[config.mk]
export PLATFORM = sky130hd
export DESIGN_NAME = i2cms_top
export DESIGN_NICKNAME = d
export VERILOG_FILES = /design/src/hw/i2cms_pkg.sv /design/src/hw/i2cms_mon.sv /design/src/hw/i2cms_top.sv
export SDC_FILE = /design/constraint.sdc
export NUM_CORES = 1
export LEC_CHECK = 0
export BUFFER_PORTS_ARGS = -buffer_cell sky130_fd_sc_hd__buf_2
export CAP_MARGIN = 20
export CORE_ASPECT_RATIO = 1.1
export CORE_UTILIZATION = 61
export CTS_CLUSTER_DIAMETER = 80
export CTS_CLUSTER_SIZE = 24
export DETAILED_ROUTE_END_ITERATION = 8
export GPL_TIMING_DRIVEN = 0
export PLACE_DENSITY = 0.86
export SLEW_MARGIN = 15
export SYNTH_ARGS = -nofsm -noshare
export SYNTH_HDL_FRONTEND = slang
export SYNTH_SLANG_ARGS = --single-unit
[constraint.sdc]
create_clock -name pclk -period 7.9 [get_ports pclk]
set_clock_uncertainty 0.1 [all_clocks]
set_input_delay 0.395 -clock pclk [delete_from_list [all_inputs] [get_ports pclk]]
set_output_delay 0.395 -clock pclk [all_outputs]
set_load 0.01 [all_outputs]
[src/hw/i2cms_pkg.sv]
package i2cms_pkg;
	// register byte offsets on the apb bus
	localparam logic [7:0] I2CMS_CTRL_OFS = 8'h00;
	localparam logic [7:0] I2CMS_STAT_OFS = 8'h04;
	localparam logic [7:0] I2CMS_IEN_OFS = 8'h08;
	localparam logic [7:0] I2CMS_ICLR_OFS = 8'h0C;
	localparam logic [7:0] I2CMS_TXD_OFS = 8'h10;
	localparam logic [7:0] I2CMS_DIV_OFS = 8'h14;
	// control field positions
	localparam int I2CMS_CTRL_MM_BIT = 0;
	localparam int I2CMS_CTRL_TR_BIT = 1;
	localparam int I2CMS_CTRL_STT_BIT = 2;
	localparam int I2CMS_CTRL_STP_BIT = 3;
	localparam int I2CMS_CTRL_GIE_BIT = 4;
	// status / flag field positions
	localparam int I2CMS_F_STT = 0;
	localparam int I2CMS_F_STP = 1;
	localparam int I2CMS_F_NACK = 2;
	localparam int I2CMS_F_TXE = 3;
	localparam int I2CMS_NFLAGS = 4;
	localparam int I2CMS_BUSY_BIT = 8;
	localparam int I2CMS_TXFULL_BIT = 9;
	// reset values
	localparam logic [15:0] I2CMS_DIV_RST = 16'h00FF;
	localparam logic [3:0] I2CMS_IEN_RST = 4'h0;
	localparam logic [3:0] I2CMS_FLAG_RST = 4'h8;
	// master sequencer states, one-hot
	typedef enum logic [4:0] {
		I2CMS_IDLE = 5'b0_0001,
		I2CMS_WAIT = 5'b0_0010,
		I2CMS_STA = 5'b0_0100,
		I2CMS_XFER = 5'b0_1000,
		I2CMS_STO = 5'b1_0000
	} i2cms_state_t;
	// bus line samples carried together
	typedef struct packed {
		logic scl;
		logic sda;
	} i2cms_line_t;
endpackage : i2cms_pkg

[src/hw/i2cms_mon.sv]
`timescale 1ns/100ps
`default_nettype none
// bus monitor: synchronises scl/sda and finds start, stop, edges, busy
module i2cms_mon
	import i2cms_pkg::*;
(
	input wire logic pclk,
	input wire logic presetn,
	input wire i2cms_line_t line_in,
	output i2cms_line_t line_s,
	output logic scl_rise,
	output logic scl_fall,
	output logic start_det,
	output logic stop_det,
	output logic bus_busy
);
	i2cms_line_t meta_reg, meta_next; // first stage, read only by sync
	i2cms_line_t sync_reg, sync_next;
	i2cms_line_t last_reg, last_next;
	logic busy_reg, busy_next;
	////////////////////////////////////////////////////////////////////////
	// next values
	always_comb begin
		meta_next = line_in;
		sync_next = meta_reg;
		last_next = sync_reg;
		busy_next = busy_reg;
		if (start_det) begin
			busy_next = 1'b1;
		end else if (stop_det) begin
			busy_next = 1'b0;
		end
	end
	// registers
	always_ff @(posedge pclk or negedge presetn) begin
		if (!presetn) begin
			meta_reg <= '{scl: 1'b1, sda: 1'b1};
			sync_reg <= '{scl: 1'b1, sda: 1'b1};
			last_reg <= '{scl: 1'b1, sda: 1'b1};
			busy_reg <= 1'b0;
		end else begin
			meta_reg <= meta_next;
			sync_reg <= sync_next;
			last_reg <= last_next;
			busy_reg <= busy_next;
		end
	end
	// conditions from the synchronised copies only
	assign line_s = sync_reg;
	assign scl_rise = sync_reg.scl & ~last_reg.scl;
	assign scl_fall = ~sync_reg.scl & last_reg.scl;
	assign start_det = sync_reg.scl & last_reg.scl & last_reg.sda
		& ~sync_reg.sda;
	assign stop_det = sync_reg.scl & last_reg.scl & ~last_reg.sda
		& sync_reg.sda;
	assign bus_busy = busy_reg;
endmodule : i2cms_mon
`default_nettype wire

[src/hw/i2cms_top.sv]
`timescale 1ns/100ps
`default_nettype none
// Summary of operation
// RULE_01: busy bus in multi-master transmit waits release
// RULE_02: start request reads one until start sent
// RULE_03: software loads data only after start clears
// RULE_04: start, stop, nack flags hardware-cleared too
// RULE_05: interrupt pending when flag and enable set; irq output here also needs global enable
// RULE_06: software drops local enables around global enable
// RULE_07: software keeps bus clock low for repeats
// RULE_08: waiting ignores bus traffic, keeps transmit data
module i2cms_top
	import i2cms_pkg::*;
(
	input wire logic pclk,
	input wire logic presetn,
	input wire logic psel,
	input wire logic penable,
	input wire logic pwrite,
	input wire logic [7:0] paddr,
	input wire logic [31:0] pwdata,
	output logic [31:0] prdata,
	output logic pready,
	output logic pslverr,
	input wire logic scl_in,
	output logic scl_out,
	output logic scl_oe,
	input wire logic sda_in,
	output logic sda_out,
	output logic sda_oe,
	output logic irq
);
	i2cms_line_t ls; // synchronised lines
	logic scl_rise, scl_fall, start_det, stop_det, bus_busy;
	i2cms_mon u_mon (
		.pclk(pclk),
		.presetn(presetn),
		.line_in('{scl: scl_in, sda: sda_in}),
		.line_s(ls),
		.scl_rise(scl_rise),
		.scl_fall(scl_fall),
		.start_det(start_det),
		.stop_det(stop_det),
		.bus_busy(bus_busy)
	);
	////////////////////////////////////////////////////////////////////////
	// register and sequencer state
	logic mm_reg, mm_next; // multi_master_select
	logic tr_reg, tr_next; // transmitter_role
	logic stt_reg, stt_next; // start_request
	logic stp_reg, stp_next; // stop request
	logic gie_reg, gie_next; // global_irq_enable
	logic [3:0] ien_reg, ien_next; // local_irq_enable
	logic [3:0] flg_reg, flg_next; // local_irq_flag
	logic [7:0] txb_reg, txb_next; // transmit_buffer
	logic txf_reg, txf_next; // buffer holds unsent byte
	logic [15:0] div_reg, div_next; // half bit period in pclk, less one
	logic [15:0] cnt_reg, cnt_next;
	i2cms_state_t st_reg, st_next;
	logic [3:0] bit_reg, bit_next; // 0..7 data, 8 ack
	logic [7:0] sh_reg, sh_next;
	logic ph_reg, ph_next; // 0 low half, 1 high half
	logic sclo_reg, sclo_next, sdao_reg, sdao_next;
	logic scl_oe_reg, scl_oe_next, sda_oe_reg, sda_oe_next; // pin drivers
	logic [31:0] rd_reg, rd_next;
	logic irq_reg, irq_next;
	logic wr, rd, tick;
	assign wr = psel & penable & pwrite;
	assign rd = psel & ~penable & ~pwrite;
	assign tick = (cnt_reg == 16'h0000);
	// read mux, sampled in setup so data stands in access
	function automatic logic [31:0] rd_mux(input logic [7:0] a);
		rd_mux = 32'h0000_0000;
		case (a)
			I2CMS_CTRL_OFS: rd_mux = {27'h000_0000, gie_reg, stp_reg,
				stt_reg, tr_reg, mm_reg}; // RULE_02
			I2CMS_STAT_OFS: rd_mux = {22'h00_0000, txf_reg, bus_busy,
				4'h0, flg_reg};
			I2CMS_IEN_OFS: rd_mux = {28'h000_0000, ien_reg};
			I2CMS_TXD_OFS: rd_mux = {24'h00_0000, txb_reg};
			I2CMS_DIV_OFS: rd_mux = {16'h0000, div_reg};
			default: rd_mux = 32'h0000_0000;
		endcase
	endfunction : rd_mux
	////////////////////////////////////////////////////////////////////////
	// next state: registers, flags, sequencer
	always_comb begin
		mm_next = mm_reg;
		tr_next = tr_reg;
		stt_next = stt_reg;
		stp_next = stp_reg;
		gie_next = gie_reg;
		ien_next = ien_reg;
		flg_next = flg_reg;
		txb_next = txb_reg;
		txf_next = txf_reg;
		div_next = div_reg;
		st_next = st_reg;
		bit_next = bit_reg;
		sh_next = sh_reg;
		ph_next = ph_reg;
		sclo_next = sclo_reg;
		sdao_next = sdao_reg;
		cnt_next = tick ? div_reg : cnt_reg - 16'h0001;
		rd_next = rd ? rd_mux(paddr) : rd_reg;
		// software writes first, hardware events below win
		if (wr) begin
			case (paddr)
				I2CMS_CTRL_OFS: begin
					mm_next = pwdata[I2CMS_CTRL_MM_BIT];
					tr_next = pwdata[I2CMS_CTRL_TR_BIT];
					stt_next = stt_reg | pwdata[I2CMS_CTRL_STT_BIT];
					stp_next = stp_reg | pwdata[I2CMS_CTRL_STP_BIT];
					gie_next = pwdata[I2CMS_CTRL_GIE_BIT];
				end
				I2CMS_IEN_OFS: ien_next = pwdata[3:0];
				I2CMS_ICLR_OFS: flg_next = flg_reg & ~pwdata[3:0]; // RULE_04
				I2CMS_TXD_OFS: begin
					txb_next = pwdata[7:0];
					txf_next = 1'b1;
					flg_next[I2CMS_F_TXE] = 1'b0;
				end
				I2CMS_DIV_OFS: div_next = pwdata[15:0];
				default: ;
			endcase
		end
		// hardware clears by later bus events
		if (start_det) begin
			flg_next[I2CMS_F_STP] = 1'b0; // RULE_04
			flg_next[I2CMS_F_NACK] = 1'b0; // RULE_04
		end
		if (stop_det) begin
			flg_next[I2CMS_F_STT] = 1'b0; // RULE_04
		end
		case (st_reg)
			I2CMS_IDLE: begin
				sclo_next = 1'b1;
				sdao_next = 1'b1;
				// busy bus: park, only watch for release
				if (stt_reg && mm_reg && tr_reg && bus_busy) begin
					st_next = I2CMS_WAIT; // RULE_01
				end else if (stt_reg && !bus_busy) begin
					st_next = I2CMS_STA;
					cnt_next = div_reg;
				end
			end
			I2CMS_WAIT: begin
				// no transmit-empty updates from foreign clocks here
				if (!bus_busy) begin
					st_next = I2CMS_STA; // RULE_01 RULE_08
					cnt_next = div_reg;
				end
			end
			I2CMS_STA: begin
				sdao_next = 1'b0; // data low while clock high
				if (tick) begin
					stt_next = 1'b0; // RULE_02
					sclo_next = 1'b0;
					sdao_next = txb_reg[7]; // first bit set in the same cycle as the clock falls
					st_next = I2CMS_XFER;
					bit_next = 4'h0;
					ph_next = 1'b0;
					sh_next = txb_reg;
					txf_next = 1'b0; // RULE_08
					flg_next[I2CMS_F_TXE] = 1'b1; // byte taken
				end
			end
			I2CMS_XFER: begin
				// data only moves with the falling clock, never while high
				if (tick) begin
					ph_next = ~ph_reg;
					sclo_next = ~ph_reg;
					if (ph_reg && bit_reg == 4'h8) begin
						if (ls.sda) begin
							flg_next[I2CMS_F_NACK] = 1'b1;
							sdao_next = 1'b0; // prepare stop
							st_next = I2CMS_STO;
						end else if (txf_reg && !stp_reg) begin
							sh_next = txb_reg;
							sdao_next = txb_reg[7];
							txf_next = 1'b0;
							flg_next[I2CMS_F_TXE] = 1'b1;
							bit_next = 4'h0;
						end else begin
							sdao_next = 1'b0; // prepare stop
							st_next = I2CMS_STO;
						end
					end else if (ph_reg) begin
						sh_next = {sh_reg[6:0], 1'b0};
						sdao_next = (bit_reg == 4'h7) ? 1'b1 : sh_reg[6];
						bit_next = bit_reg + 4'h1;
					end
				end
			end
			I2CMS_STO: begin
				if (tick) begin
					if (sclo_reg) begin
						sdao_next = 1'b1;
						stp_next = 1'b0;
						st_next = I2CMS_IDLE;
					end else begin
						sdao_next = 1'b0;
						sclo_next = 1'b1;
					end
				end
			end
			default: st_next = I2CMS_IDLE;
		endcase
		// sticky sets win over software clear
		if (start_det) begin
			flg_next[I2CMS_F_STT] = 1'b1;
		end
		if (stop_det) begin
			flg_next[I2CMS_F_STP] = 1'b1;
		end
		// pins come straight from flops; high pulls the line low
		scl_oe_next = ~sclo_next;
		sda_oe_next = ~sdao_next;
		// pending needs flag, enable and global enable
		irq_next = gie_next & |(flg_next & ien_next); // RULE_05
	end
	// registers only
	always_ff @(posedge pclk or negedge presetn) begin
		if (!presetn) begin
			mm_reg <= 1'b0;
			tr_reg <= 1'b0;
			stt_reg <= 1'b0;
			stp_reg <= 1'b0;
			gie_reg <= 1'b0;
			ien_reg <= I2CMS_IEN_RST;
			flg_reg <= I2CMS_FLAG_RST;
			txb_reg <= 8'h00;
			txf_reg <= 1'b0;
			div_reg <= I2CMS_DIV_RST;
			cnt_reg <= I2CMS_DIV_RST;
			st_reg <= I2CMS_IDLE;
			bit_reg <= 4'h0;
			sh_reg <= 8'h00;
			ph_reg <= 1'b0;
			sclo_reg <= 1'b1;
			sdao_reg <= 1'b1;
			scl_oe_reg <= 1'b0;
			sda_oe_reg <= 1'b0;
			rd_reg <= 32'h0000_0000;
			irq_reg <= 1'b0;
		end else begin
			mm_reg <= mm_next;
			tr_reg <= tr_next;
			stt_reg <= stt_next;
			stp_reg <= stp_next;
			gie_reg <= gie_next;
			ien_reg <= ien_next;
			flg_reg <= flg_next;
			txb_reg <= txb_next;
			txf_reg <= txf_next;
			div_reg <= div_next;
			cnt_reg <= cnt_next;
			st_reg <= st_next;
			bit_reg <= bit_next;
			sh_reg <= sh_next;
			ph_reg <= ph_next;
			sclo_reg <= sclo_next;
			sdao_reg <= sdao_next;
			scl_oe_reg <= scl_oe_next;
			sda_oe_reg <= sda_oe_next;
			rd_reg <= rd_next;
			irq_reg <= irq_next;
		end
	end
	// open drain: drive only zeros; one-cycle apb answer
	assign prdata = rd_reg;
	assign pready = 1'b1;
	assign pslverr = 1'b0;
	assign scl_out = 1'b0;
	assign sda_out = 1'b0;
	assign scl_oe = scl_oe_reg;
	assign sda_oe = sda_oe_reg;
	assign irq = irq_reg;
	////////////////////////////////////////////////////////////////////////
	// checks
	a_wait_no_start: assert property (@(posedge pclk) disable iff (!presetn)
		st_reg == I2CMS_WAIT |-> stt_reg && sdao_reg) // RULE_01
		else $error("start driven while waiting");
	a_stt_holds: assert property (@(posedge pclk) disable iff (!presetn)
		$fell(stt_reg) |-> $past(st_reg) == I2CMS_STA) // RULE_02
		else $error("start request dropped early");
	a_stop_clears: assert property (@(posedge pclk) disable iff (!presetn)
		stop_det |=> !flg_reg[I2CMS_F_STT]) // RULE_04
		else $error("start flag kept past stop");
	a_irq_level: assert property (@(posedge pclk) disable iff (!presetn)
		##1 irq == (gie_reg && |(flg_reg & ien_reg))) // RULE_05
		else $error("irq mismatch");
	a_wait_keeps_tx: assert property (@(posedge pclk) disable iff (!presetn)
		st_reg == I2CMS_WAIT && !wr |=> $stable(txf_reg)
		&& $stable(flg_reg[I2CMS_F_TXE])) // RULE_08
		else $error("tx state changed while waiting");
endmodule : i2cms_top
`default_nettype wire

# ---- After elaboration in Yosys (flattened, before gate mapping)
# Index checks and enable logic that the tools add are counted.
dict set report classes {
  n_addsub 2
  n_eq_ne 23
  muxes 86
  bitwise 22
  reduce_logical 19
}
# cell n
set op_table {}
lappend op_table {{$pmux W16 S5} 1}
lappend op_table {{$mux W16} 4}
lappend op_table {{$mux W5} 10}
lappend op_table {{$mux W1} 42}
lappend op_table {{$mux W7} 6}
lappend op_table {{$mux W4} 9}
lappend op_table {{$pmux W16 S2} 1}
lappend op_table {{$pmux W5 S5} 1}
lappend op_table {{$eq A8 B4 Y1 const B} 2}
lappend op_table {{$eq A8 B5 Y1 const B} 2}
lappend op_table {{$logic_not A16 Y1} 1}
lappend op_table {{$sub A16 B1 Y16 const B} 1}
lappend op_table {{$pmux W7 S2} 1}
lappend op_table {{$ne A2 B2 Y1 const B} 6}
lappend op_table {{$ne A3 B3 Y1 const B} 4}
lappend op_table {{$and A1 B1 Y1} 10}
lappend op_table {{$and A4 B4 Y4} 2}
lappend op_table {{$eq A8 B3 Y1 const B} 1}
lappend op_table {{$logic_not A8 Y1} 1}
lappend op_table {{$pmux W1 S2} 4}
lappend op_table {{$pmux W1 S4} 2}
lappend op_table {{$pmux W4 S2} 1}
lappend op_table {{$reduce_and A8 Y1} 1}
lappend op_table {{$not A1 Y1} 7}
lappend op_table {{other kinds (20)} 32}
dict set report word_totals {
  reg_bits 115
  inputBits 47
  output_inout_bits 39
  elab_cells 180
}

# ---- Longest topological paths before layout
dict set report logic_depth {
  depth_word 12
  mapped_depth 9
  depth_no_buf 7
}

# ---- Cells and area by module
# From an unflattened synthesis, not the netlist that was laid out.
dict set report hier_totals {
  hier_cells 486
  hier_area_um2 4904.7
}
# module instances cells_per_inst area_per_inst_um2 seq_area_each_um2
set modules_own_cells {}
lappend modules_own_cells {i2cms_top 1 470 4673.2 2327.2}
lappend modules_own_cells {i2cms_mon 1 16 231.5 182.7}

# ---- Worst setup path before layout
# Ideal clock, no wire load.
dict set report synth_path {
  path_kind {reg2reg}
  from {register cnt_reg[0]}
  to {register bit_reg[1]}
  setup_ps 74
  arrival_ps 2378
  t_required_ps 7726
  path_slack_ps 5348
  path_stages_with_launch 10
  path_buffers 2
  synth_period_minus_slack_ps 2552
  path_cell_list {dfstp_2 inv_1 ha_1 or4b_1 or4b_1 buf_4 a211oi_4 buf_6 nand4_2 o21ai_2}
}
dict set report synth_via {
  elab_chain_len 3
  elab_cells_between_ends 4
  cone_classes {2 x eq/ne; 2 x reduce/logical}
}
# element line_no
set synth_rtl {}
lappend synth_rtl {{start: declaration} i2cms_top.sv:58} ;# logic [15:0] cnt_reg, cnt_next;
lappend synth_rtl {{start signal: assignment} i2cms_top.sv:257} ;# cnt_reg <= cnt_next;
lappend synth_rtl {{$logic_not A16 Y1 (*)} i2cms_top.sv:70} ;# assign tick = (cnt_reg == 16'h0000);
lappend synth_rtl {{$ne A2 B2 Y1 (no source line)} n/a}
lappend synth_rtl {{$reduce_and A6 Y1 (no source line) (*)} n/a}
lappend synth_rtl {{end signal: assignment} i2cms_top.sv:259} ;# bit_reg <= bit_next;
lappend synth_rtl {{end: declaration} i2cms_top.sv:60} ;# logic [3:0] bit_reg, bit_next;
# Mark *: on every way between the ends. The rest lies on a longest branch, timed or not.
# A chain may end at the register's enable or synchronous reset.

# ---- Final worst setup path
dict set report layout_path {
  from {register cnt_reg[0]}
  to {register irq_reg, in the netlist irq}
}
dict set report layout_via {
  elab_chain_len 6
  elab_cells_between_ends 8
  cone_classes {4 x mux; 2 x bitwise; 2 x reduce/logical}
}
# element line_no
set layout_rtl {}
lappend layout_rtl {{$logic_not A16 Y1 (*)} i2cms_top.sv:70}
lappend layout_rtl {{$mux W2 / $mux W1 (equally long branches)} {i2cms_top.sv:170, i2cms_top.sv:156}}
lappend layout_rtl {{$pmux W1 S2 / $mux W1 (equally long branches)} i2cms_top.sv:135} ;# case (st_reg)
lappend layout_rtl {{$and A4 B4 Y4 (*)} i2cms_top.sv:220} ;# irq_next = gie_next & |(flg_next & ien_next);
lappend layout_rtl {{$reduce_or A4 Y1 (*)} i2cms_top.sv:220}
lappend layout_rtl {{$and A1 B1 Y1 (*)} i2cms_top.sv:220}
lappend layout_rtl {{named net irq_next} i2cms_top.sv:66} ;# logic irq_reg, irq_next;
lappend layout_rtl {{end signal: assignment} i2cms_top.sv:267} ;# irq_reg <= irq_next;
lappend layout_rtl {{end: declaration} i2cms_top.sv:66}
# Mark *: on every way through the listed nets, which the timed path passes. The rest lies on a longest branch.

==> results.sh <==
export IMPL_status="complete, no violations"
export IMPL_critPathMaxStageDelay_ns=0.54
export IMPL_async_flop_share_pct=100
export IMPL_ant_nets=0
export IMPL_synth_edff_count=0
export IMPL_ys_ff_latch=99
export IMPL_ir_drop_mv=0.105
export IMPL_io_pins=86
export IMPL_synth_main_ff_cell="dfrtp_1"
export IMPL_num_nets_final=638
export IMPL_use_met2_pct=46.3
export IMPL_grt_pass1_wl_um=18900
export IMPL_firstDrtPassIters=5
export IMPL_tns_ns=0
export IMPL_grt_max_degree=51
export IMPL_final_min_clock_period_ns=2.98
export IMPL_wl_per_cell_um=16.4
export IMPL_rows=34
export IMPL_layout_commonest_cell="dfrtp_1"
export IMPL_cpLargestDelayFamily="simple AND/OR/NAND/NOR gates"
export IMPL_rsz0062_at_grt="false"
export IMPL_antenna_cells=0
export IMPL_min_path_type="in -> reg"
export IMPL_setup_viol=0
export IMPL_die_x_um=88.6
export IMPL_switching_power_mw=0.406
export IMPL_worstSkewPairLatency_ns=0.37
export IMPL_die_area_sq_um=8610
export IMPL_fmax_ghz=0.336
export IMPL_hold_viol=0
export IMPL_synthDistinctLibCells=67
export IMPL_fp_dieH_um=97.2
export IMPL_worst_setup_path_start_kind="register"
export IMPL_layout_common_cells="dfrtp_1, nand2_1, buf_2, nor2_1, o21ai_0"
export IMPL_grtUsageMet3_pct=3.48
export IMPL_cts_sinks=99
export IMPL_slew_limit_headroom_pct=36.3
export IMPL_arrival_ns=3.15
export IMPL_internal_power_mw=0.821
export IMPL_fillers=580
export IMPL_power_density_nw_per_um2=214
export IMPL_drt_iter0_markers=282
export IMPL_track_usage_pct=28.5
export IMPL_yosysSeqAreaShare_pct=49.9
export IMPL_core_area_sq_um=7960
export IMPL_area_growth_pct=14.1
export IMPL_pwr_share_comb_pct=22.3
export IMPL_crit_buf_inv=2
export IMPL_drv_cap=0
export IMPL_cp_end_kind="register"
export IMPL_grt_pass1_vias=3991
export IMPL_path_class="reg -> reg"
export IMPL_ys_warn_count=0
export IMPL_critical_path_most_common_cell="or4b_1"
export IMPL_crit_required_ns=8.08
export IMPL_hpwl_um=8540
export IMPL_syn_avg_cell_area_sq_um=9.94
export IMPL_grt_overflow=0
export IMPL_p_leak_nw=2.68
export IMPL_sw_frac_of_total_pct=33.1
export IMPL_reg2reg_from="cnt_reg[0]"
export IMPL_dpl_instance_area_sq_um=5510
export IMPL_drive_above_1_share_pct=27.7
export IMPL_h_tree_depth=3
export IMPL_cts_path_max_buffers=2
export IMPL_grt_use_met1_pct=38.8
export IMPL_clkPwrFrac_pct=26.2
export IMPL_syn_cell_area_sq_um=5030
export IMPL_cts_tree="yes"
export IMPL_place_congestion=0.860
export IMPL_grt_busiest_layer="met2"
export IMPL_period_share_pct=37.7
export IMPL_p_seq_share_pct=51.5
export IMPL_path_max_fanout=10
export IMPL_crit_start="cnt_reg[0]"
export IMPL_cp_cell_sequence="inv_1, ha_1, or4b_1, or4b_1, buf_4, nor4_1, o21ai_0, a41oi_1"
export IMPL_drv_slew=0
export IMPL_initial_core_util_pct=63.2
export IMPL_drc=0
export IMPL_drt_total_wl_um=11500
export IMPL_crit_slowest_cell="or4b_1"
export IMPL_numCtsBuffers=9
export IMPL_hp_start="scl_in"
export IMPL_clockRootBuffer="clkbuf_8"
export IMPL_port_buffers=49
export IMPL_vias=4123
export IMPL_final_cell_area_sq_um=5730
export IMPL_path_clk_slew_ns=0.11
export IMPL_antenna_found_initial=0
export IMPL_synth_cells=506
export IMPL_post_cts_resized=0
export IMPL_tightest_slew_ns=0.947
export IMPL_vias_per_cell=5.88
-- metrics by stage --
| stage | util [%] | hold slack (ns) | setup slack (ns) | std cells | power [mW] |
|---|---|---|---|---|---|
| 3_3_place_gp | 68.8 | 0.246 | 5.04 | 681 | 0.889 |
| 2_1_floorplan | - | -0.000591 | 5.35 | 524 | 0.824 |
| 5_1_grt | 72.1 | 0.00241 | 4.74 | 701 | 1.29 |
| 4_1_cts | 71.9 | 0.00445 | 4.92 | 699 | 1.23 |
| 6_report | 72.1 | 0.0139 | 4.92 | 701 | 1.23 |
| 3_5_place_dp | 69.2 | 0.248 | 5.00 | 682 | 0.904 |
-- path summary, 6_finish.rpt --
path / end / slack [ns] / cells past startpoint
max: irq / 4.92 / 8
min: u_mon.meta_reg[1] / 0.01 / 1
max reg2reg: irq / 4.92 / 8
min reg2reg: u_mon.line_s[0] / 0.26 / 0
max in group asynchronous: cnt_reg[2] / 6.48 / 3
min in group asynchronous: div_reg[10] / 0.49 / 2
-- cells in the mapped netlist, drive strengths merged, types with 6 or more instances --
master	number	area share [%]
dfrtp	73	36
nand2	54	4.0
nor2	48	3.6
o21ai	41	4.2
dfstp	26	14
buf	25	3.7
mux2	25	5.6
inv	20	1.5
nand3	18	1.8
clkbuf	17	1.3
a21oi	14	1.4
nor3	12	1.4
nor4	9	1.2
a221oi	8	1.4
or2	8	1.0
a31oi	7	0.87
mux2i	7	1.4
xnor2	7	1.2
a22oi	6	0.90
nand2b	6	0.75
-- area by class of cell --
type / instances / area, sq um / share of cell area, %
clock buffer: 9 / 124 / 2.16
clock inverter: 7 / 80.1 / 1.40
timing repair buffer: 53 / 300 / 5.24
multi-input combinational: 363 / 2260 / 39.5
sequential: 99 / 2510 / 43.8
tap: 108 / 135 / 2.36
inverter: 20 / 75.1 / 1.31
buffer: 42 / 248 / 4.32
-- cell families after synthesis --
logic type	count (synthesis)	share of synthesized area, %
xor+xnor	12	2.09
mux	32	6.99
compound gates	112	15.2
buf+inv	62	6.42
fa+ha+maj	3	0.747
other cells	2	0.149
flops	99	49.9
simple gates	184	18.5
-- routing by layer --
metal	routed length (um)	vias to the layer above	share of wire [%]
met3	619	22	5.4
met2	5650	175	49
met4	216	0	1.9
met5	0	-	0
met1	5020	1993	44
li1	-	1933	-
-- worst reg2reg max path, stage by stage, from the launching register on --
cell and delay, ns:
dfstp_2 0.39, inv_1 0.05, ha_1 0.20, or4b_1 0.54, or4b_1 0.51, buf_4 0.20, nor4_1 0.50, o21ai_0 0.14
a41oi_1 0.26
-- timing repair --
item                                   4_1_cts  5_1_grt
setup buffers                                0        0
hold buffers                                 1        1
endpoints found under the hold margin       41        1
-- power groups by stage --
| stage | Combinational (mW) | Clock, mW | Sequential (mW) |
|---|---|---|---|
| final | 0.274 | 0.322 | 0.631 |
| after global placement | 0.254 | 0 | 0.635 |
| after detailed placement | 0.266 | 0 | 0.638 |
| after global routing | 0.303 | 0.345 | 0.639 |
| after CTS | 0.269 | 0.327 | 0.630 |
| after floorplan | 0.197 | 0 | 0.627 |
(Power assumes the default switching activity.)
